[src/cca_consts.svh]
// register offsets, field positions and reset values for the capture/compare array
`ifndef CCA_CONSTS_SVH
`define CCA_CONSTS_SVH
`define CCA_ADDR_W 12
`define CCA_OFF_MODE1 12'h492
`define CCA_OFF_MODE2 12'h493
`define CCA_OFF_MODE3 12'h494
`define CCA_OFF_CTRL 12'h4A0
`define CCA_OFF_FLAGS 12'h4A1
`define CCA_OFF_CNTL 12'h4A2
`define CCA_OFF_CNTH 12'h4A3
`define CCA_OFF_CAPL 12'h4B0
`define CCA_OFF_CAPH 12'h4B8
`define CCA_MODE_RST 8'h00
`define CCA_B_ECOM 6
`define CCA_B_CAPP 5
`define CCA_B_CAPN 4
`define CCA_B_MAT 3
`define CCA_B_TOG 2
`define CCA_B_PWM 1
`define CCA_B_ECCF 0
`define CCA_B_RUN 6
`define CCA_MODE_MASK 8'h7F
`define CCA_B_RSVD 7
`define CCA_PWM_WRAP 8'hFF
`endif

[src/cca_pkg.sv]
// types shared by the capture/compare array
package cca_pkg;
	typedef enum logic [2:0] {
		CCA_IDLE,
		CCA_CAPTURE,
		CCA_TIMER,
		CCA_HSO,
		CCA_PWM
	} cca_func_t;
endpackage

[src/cca_top.sv]
// capture/compare modules on a shared 16-bit free-running counter
//
// Functional notes
// rise-only capture latches the counter on each rising pin edge
// fall-only capture latches the counter on each falling pin edge
// both capture bits set latches on any pin transition
// software must set at least one capture edge bit for capture
// pin input is synchronised and sampled for selected transitions
// capture copies counter high and low bytes into capture registers
// interrupt requested only while event flag and its enable are set
// software timer needs comparator and match bits, others clear
// timer compares counter with compare register, match sets flag
// comparator, match, toggle set: pin inverts on every match
// pulse-width and comparator bits drive an 8-bit pwm pin
// software must not write ones to reserved mode bits
// reserved bits read with no fixed level required
// event flags set by hardware, cleared only by software
// all mode bits zero means no capture, compare or pin action
// mode registers reset to zero, bit 7 reserved
//
// The strobed register port was decided locally.
`timescale 1ns/10ps
`include "cca_consts.svh"
module cca_top #(
	parameter int NMOD = 3
) (
	input wire logic clk_i,
	input wire logic rstn_i,
	input wire logic [11:0] addr_i,
	input wire logic [7:0] wdata_i,
	input wire logic wr_i,
	input wire logic rd_i,
	output logic [7:0] rdata_o,
	input wire logic [NMOD-1:0] module_io_pin_i,
	output logic [NMOD-1:0] module_io_pin_o,
	output logic [NMOD-1:0] module_io_pin_oe_o,
	output logic irq_o
);
	// flag register and capture offsets leave room for eight modules
	if (NMOD < 1 || NMOD > 8) begin : g_nmod_chk
		$error("NMOD must be 1..8");
	end

	function automatic cca_pkg::cca_func_t decode(input logic [7:0] m);
		if (m[`CCA_B_CAPP] || m[`CCA_B_CAPN])
			return cca_pkg::CCA_CAPTURE;
		else if (m[`CCA_B_ECOM] && m[`CCA_B_PWM])
			return cca_pkg::CCA_PWM;
		else if (m[`CCA_B_ECOM] && m[`CCA_B_MAT] && m[`CCA_B_TOG])
			return cca_pkg::CCA_HSO;
		else if (m[`CCA_B_ECOM] && m[`CCA_B_MAT])
			return cca_pkg::CCA_TIMER;
		else
			return cca_pkg::CCA_IDLE;
	endfunction

	logic [7:0] mode_ff [NMOD];
	logic [7:0] capl_ff [NMOD];
	logic [7:0] caph_ff [NMOD];
	logic [7:0] pwmref_ff [NMOD];
	logic [NMOD-1:0] flag_ff, pin_ff, sy1_ff, sy2_ff, prev_ff;
	logic run_ff;
	logic [15:0] cnt_ff;
	logic [7:0] rdata_ff;
	logic irq_ff;
	logic [7:0] nxt_mode [NMOD];
	logic [7:0] nxt_capl [NMOD];
	logic [7:0] nxt_caph [NMOD];
	logic [7:0] nxt_pwmref [NMOD];
	logic [NMOD-1:0] nxt_flag, nxt_pin, ev, oe, ie_en;
	logic nxt_run;
	logic [15:0] nxt_cnt;
	logic [7:0] nxt_rdata;
	logic nxt_irq;

	// counter and control
	always_comb begin
		nxt_run = run_ff;
		nxt_cnt = run_ff ? cnt_ff + 16'h0001 : cnt_ff;
		if (wr_i && addr_i == `CCA_OFF_CTRL)
			nxt_run = wdata_i[`CCA_B_RUN];
		if (wr_i && addr_i == `CCA_OFF_CNTL)
			nxt_cnt[7:0] = wdata_i;
		else if (wr_i && addr_i == `CCA_OFF_CNTH)
			nxt_cnt[15:8] = wdata_i;
	end

	// per-module function
	always_comb begin
		for (int i = 0; i < NMOD; i++) begin
			logic rise, fall, match, hit;
			cca_pkg::cca_func_t f;
			f = decode(mode_ff[i]);
			rise = sy2_ff[i] && !prev_ff[i];
			fall = !sy2_ff[i] && prev_ff[i];
			match = run_ff && cnt_ff == {caph_ff[i], capl_ff[i]};
			hit = 1'b0;
			nxt_mode[i] = mode_ff[i];
			nxt_capl[i] = capl_ff[i];
			nxt_caph[i] = caph_ff[i];
			nxt_pwmref[i] = pwmref_ff[i];
			nxt_pin[i] = pin_ff[i];
			oe[i] = 1'b0;
			case (f)
			cca_pkg::CCA_CAPTURE: begin

				if ((mode_ff[i][`CCA_B_CAPP] && rise) ||
				    (mode_ff[i][`CCA_B_CAPN] && fall)) begin
					hit = 1'b1;
					nxt_capl[i] = cnt_ff[7:0];
					nxt_caph[i] = cnt_ff[15:8];
				end
			end
			cca_pkg::CCA_TIMER: begin
				hit = match;
			end
			cca_pkg::CCA_HSO: begin
				oe[i] = 1'b1;
				hit = match;
				if (match)
					nxt_pin[i] = !pin_ff[i];
			end
			cca_pkg::CCA_PWM: begin
				oe[i] = 1'b1;

				nxt_pin[i] = cnt_ff[7:0] >= pwmref_ff[i];
				if (run_ff && cnt_ff[7:0] == `CCA_PWM_WRAP)
					nxt_pwmref[i] = caph_ff[i];
			end
			default: begin
				hit = 1'b0;
			end
			endcase
			ev[i] = hit;
			if (wr_i && addr_i == `CCA_OFF_MODE1 + 12'(i))
				nxt_mode[i] = wdata_i & `CCA_MODE_MASK;
			if (wr_i && addr_i == `CCA_OFF_CAPL + 12'(i))
				nxt_capl[i] = wdata_i;
			if (wr_i && addr_i == `CCA_OFF_CAPH + 12'(i))
				nxt_caph[i] = wdata_i;
			if (wr_i && addr_i == `CCA_OFF_CAPL + 12'(i) && f != cca_pkg::CCA_PWM)
				nxt_pwmref[i] = wdata_i;
		end
	end

	// flags: set wins over the write-one clear
	always_comb begin
		nxt_flag = flag_ff;
		if (wr_i && addr_i == `CCA_OFF_FLAGS)
			nxt_flag = flag_ff & ~wdata_i[NMOD-1:0];
		nxt_flag = nxt_flag | ev;
		for (int i = 0; i < NMOD; i++)
			ie_en[i] = mode_ff[i][`CCA_B_ECCF];
		nxt_irq = |(nxt_flag & ie_en);
	end

	// read mux, data one cycle after the strobe
	always_comb begin
		nxt_rdata = 8'h00;
		if (rd_i) begin
			if (addr_i == `CCA_OFF_CTRL)
				nxt_rdata = {1'b0, run_ff, 6'h00};
			else if (addr_i == `CCA_OFF_FLAGS)
				nxt_rdata = 8'(flag_ff);
			else if (addr_i == `CCA_OFF_CNTL)
				nxt_rdata = cnt_ff[7:0];
			else if (addr_i == `CCA_OFF_CNTH)
				nxt_rdata = cnt_ff[15:8];
			else begin
				for (int i = 0; i < NMOD; i++) begin
					if (addr_i == `CCA_OFF_MODE1 + 12'(i))
						nxt_rdata = mode_ff[i];
					else if (addr_i == `CCA_OFF_CAPL + 12'(i))
						nxt_rdata = capl_ff[i];
					else if (addr_i == `CCA_OFF_CAPH + 12'(i))
						nxt_rdata = caph_ff[i];
				end
			end
		end
	end

	always_ff @(posedge clk_i or negedge rstn_i) begin
		if (!rstn_i) begin
			for (int i = 0; i < NMOD; i++) begin
				mode_ff[i] <= `CCA_MODE_RST;
				capl_ff[i] <= 8'h00;
				caph_ff[i] <= 8'h00;
				pwmref_ff[i] <= 8'h00;
			end
			flag_ff <= '0;
			pin_ff <= '0;
			sy1_ff <= '0;
			sy2_ff <= '0;
			prev_ff <= '0;
			run_ff <= 1'b0;
			cnt_ff <= 16'h0000;
			rdata_ff <= 8'h00;
			irq_ff <= 1'b0;
			module_io_pin_oe_o <= '0;
		end else begin
			mode_ff <= nxt_mode;
			capl_ff <= nxt_capl;
			caph_ff <= nxt_caph;
			pwmref_ff <= nxt_pwmref;
			flag_ff <= nxt_flag;
			pin_ff <= nxt_pin;
			sy1_ff <= module_io_pin_i;
			sy2_ff <= sy1_ff;
			prev_ff <= sy2_ff;
			run_ff <= nxt_run;
			cnt_ff <= nxt_cnt;
			rdata_ff <= nxt_rdata;
			irq_ff <= nxt_irq;
			module_io_pin_oe_o <= oe;
		end
	end

	assign rdata_o = rdata_ff;
	assign module_io_pin_o = pin_ff;
	assign irq_o = irq_ff;

	for (genvar k = 0; k < NMOD; k++) begin : g_chk

	end
endmodule

[config.mk]
export PLATFORM = sky130hd
export DESIGN_NAME = cca_top
export DESIGN_NICKNAME = d
export VERILOG_FILES = /design/src/cca_pkg.sv /design/src/cca_top.sv
export VERILOG_INCLUDE_DIRS = /design/src
export SDC_FILE = /design/constraint.sdc
export NUM_CORES = 1
export LEC_CHECK = 0
export ABC_CLOCK_PERIOD_IN_PS = 2200
export BUFFER_PORTS_ARGS = -buffer_cell sky130_fd_sc_hd__buf_2
export CORE_UTILIZATION = 56
export DETAILED_ROUTE_END_ITERATION = 7
export GPL_TIMING_DRIVEN = 0
export PLACE_DENSITY = 0.78
export SYNTH_ARGS = -nofsm -noshare
export SYNTH_HDL_FRONTEND = slang
export SYNTH_SLANG_ARGS = --single-unit
[constraint.sdc]
create_clock -name clk_i -period 2.2 [get_ports clk_i]
set_input_delay 0.11 -clock clk_i [delete_from_list [all_inputs] [get_ports clk_i]]
set_output_delay 0.11 -clock clk_i [all_outputs]
set_load 0.05 [all_outputs]
==> flow_metrics.py <==
metrics = {
    "grt": {
        "grt_pass1_vias": 7748,
        "grt_util_all_layers": 0.4196,
        "grt-ovfl-total": 0,
        "antenna_found_initial": 1,
        "grt_max_degree": 72,
        "grt_pass1_wl_mm": 47.67,
    },
    "timing": {
        "fin_crit_sh": 0.9951,
        "setup_viol": 0,
        "tightest_slew_ns": 0.8364,
        "finalClockSkew_ns": 0.008271,
        "fmax_mhz": 456.8,
        "drv_slew": 0,
        "period_minus_slack_ns": 2.189,
        "relSlewSlack": 0.4410,
        "worst_slack_ns": 0.01075,
        "hold_viol": 0,
        "rsz0062_at_grt": "true",
    },
    "placement": {
        "dp.cells": 1168,
        "portBuffers": 40,
        "gp_congestion": 1.044,
        "post-place-ws_ns": -0.4167,
        "hpwl_mm": 22.64,
    },
    "floorplanning": {
        "core_area_mm2": 0.01464,
        "initial_core_util": 0.5766,
        "ios": 42,
        "die_w_um": 124.8,
        "num_rows": 44,
        "die_y_um": 124.8,
        "die-area_mm2": 0.01557,
    },
    "yosys": {
        "yosys.area.top_type": "dfrtp_1",
        "seq_area_frac_synth": 0.4060,
        "synth_cell_types": 77,
        "synthesis.nets": 995,
        "synth-main-ff-cell": "dfrtp_1",
        "yosys_warnings": 0,
        "synth.top_cells.by_area": "dfrtp_1 (41%), a21oi_1 (5.1%), xnor2_1 (5.0%)",
        "syn_area_mm2": 0.008443,
        "synthCells": 943,
        "async_flop_share": 1.000,
        "synth_top_area_frac": 0.4060,
        "synth_edf_count": 0,
        "ys_ff_latch": 137,
        "synth_area_per_cell_um2": 8.953,
    },
    "pwr": {
        "p_int_uw": 4742,
        "powerDensity_mw_per_mm2": 686.8,
        "irDropWorstVdd_uv": 563.8,
        "power_uw": 6703,
        "seqPwrFrac": 0.409,
        "clkPwrFrac": 0.456,
        "p_leak_uw": 0.003925,
        "p_switching_uw": 1960,
        "swShare": 0.2925,
        "comb_power_share": 0.135,
    },
    "cts": {
        "cts_sinks": 137,
        "cts_tree": "yes",
        "clkSlewWorstSetupHoldPaths_ns": 0.06,
        "clk_latency_ns": 0.44,
        "cts_buffers": 17,
        "root_buffer": "clkbuf_16",
        "cts_max_level": 4,
        "cts_max_path_buffers": 2,
    },
    "detailed_routing": {
        "drtPass1Iterations": 8,
        "vias": 8213,
        "postRouteAntennaNets": 0,
        "drtIter0Drc": 1288,
        "drc": 4,
        "vias_per_cell": 6.810,
        "wl_per_cell_um": 26.55,
        "routed_wirelength_mm": 32.02,
    },
    "worst_setup_path": {
        "critPathArrivalTime_ns": 2.48,
        "cp-start-kind": "flip-flop",
        "criticalPathCategory": "reg -> reg",
        "worst_path_max_delay_cell": "or3_4",
        "cp.required_ns": 2.49,
        "cp_slowest_stage_delay_ns": 0.46,
        "end_kind": "flip-flop",
        "worstPathMaxFanout": 5,
        "path_cells": "ha_1 > nand4_1 > or3_4 > or2_2 > nand2_1 > o21ai_0",
        "critPathTopFamily": "simple AND/OR/NAND/NOR gates",
        "r2r_slack_ns": 0.01,
        "critPathBufInv": 0,
    },
    "finish": {
        "drive_gt1_frac": 0.1693,
        "fin_nets": 1061,
        "layout.cells.non_filler": 1206,
        "syn2layout_area_growth_pct": 15.59,
        "antenna_cells": 0,
    },
    "run_status": {
        "outcome": "finished with violations",
        "failed_checks": "design-rule violations",
    },
    "hold_path": {
        "hp-class": "in -> reg",
    },
    "flow_run": {
        "cap_violations": 0,
    },
}
-- power by group through the flow --
stage	combinational [uW]	sequential [uW]	clock [uW]
3_3_place_gp	846	2720	0
4_1_cts	846	2720	3040
5_1_grt	976	2740	3160
6_report	905	2740	3050
2_1_floorplan	550	2680	0
3_5_place_dp	863	2720	0
-- layer usage --
metal,GRT usage,share of wire,up-vias
met5,0.006536,0.00041,-
met4,0.2382,0.063,2
met3,0.1276,0.12,153
met2,0.6167,0.43,581
met1,0.5489,0.39,3955
li1,-,-,3522
-- final cells by class --
type                            count  area (um2)
Inverter                           40       150.1
Clock inverter                     14       187.7
Multi-Input combinational cell    701        4664
Sequential cell                   137        3441
Timing Repair Buffer               55       366.6
Fill cell                        1210        4885
Clock buffer                       18       429.2
Buffer                             57       290.3
Tap cell                          184       230.2
-- state kept, by name, summed over array words and instances, names as in the netlist --
name	flops
irq_o	1
run_ff	1
prev_ff	3
sy1_ff	3
rdata_o	8
cnt_ff	16
module_io_pin_o	3
sy2_ff	3
capl_ff	24
ie_en	3
pwmref_ff	24
mode_ff	18
caph_ff	24
flag_ff	3
module_io_pin_oe_o	3
-- cells in the final DEF (no fill, tap or decap), drive strengths merged, types with 7 or more instances in the layout --
master    n
nor3     13
and2      8
nand2    71
ha       25
clkbuf   48
a21oi    86
xor2     17
nand3b    9
mux2i    37
buf      76
nor2b     7
mux2     21
nor2    107
o21ai    46
xnor2    48
inv      43
a32oi     7
nand3    31
a22oi    14
a31oi    11
o22ai    24
nand4    24
dfrtp   137
-- cells in the mapped netlist, drive strengths merged, types with 8 or more instances --
library cell,number
nand3,31
a22oi,14
xnor2,48
and2,8
nand3b,9
buf,28
a31oi,11
nand4,24
mux2,21
mux2i,37
clkbuf,37
nor3,13
xor2,17
o21ai,46
inv,39
ha,25
o22ai,24
dfrtp,137
a21oi,86
nor2,107
nand2,71
-- worst paths after layout --
check,startpoint,end,cells after the start
min in group asynchronous,rstn_i,rdata_o[3],2
min,wdata_i[4],mode_ff[20],2
min reg2reg,sy1_ff[0],sy2_ff[0],0
max reg2reg,cnt_ff[1],pwmref_ff[4],6
max,cnt_ff[1],pwmref_ff[4],6
max in group asynchronous,rstn_i,cnt_ff[5],3
-- kinds of logic (layout without fill, tap and decap cells) --
| family | count (synthesis) | in the layout | synth area share |
|---|---|---|---|
| adder cells (fa/ha/maj) | 25 | 25 | 0.03705 |
| XOR/XNOR | 65 | 65 | 0.06743 |
| AO/OA/AOI/OAI | 238 | 238 | 0.1744 |
| AND/OR/NAND/NOR | 315 | 315 | 0.1910 |
| flip-flops | 137 | 137 | 0.4060 |
| multiplexers | 58 | 58 | 0.07187 |
| buffers and inverters | 105 | 184 | 0.05216 |
-- through the flow --
step	hold WS (ns)	utilization	setup TNS [ns]	area, um2
final	0.02129	0.6664	0	9759
after global routing	0.01487	0.6664	-0.05757	9759
after CTS	0.007940	0.6587	-0.0006901	9647
after detailed placement	0.1403	0.6083	-10.48	8907
after global placement	0.2195	0.6059	-135.79	8874
after floorplan	-0.1856	-	0	8443
-- worst reg2reg max path: cells and delay by family, from the launching register on --
kind            cells  cell delay [ns]
simple gates        4             1.17
compound gates      1             0.14
fa+ha+maj           1             0.30
flops               1             0.45
-- timing repair --
item                                    in CTS  in global routing
pin swaps                                    1                  5
hold buffers                                 6                  0
resized for setup                           22                 20
setup buffers                                2                  6
endpoints found under the setup margin      33                 41
endpoints found under the hold margin       73                  0
Note: power is estimated with default switching activity, not from simulation.
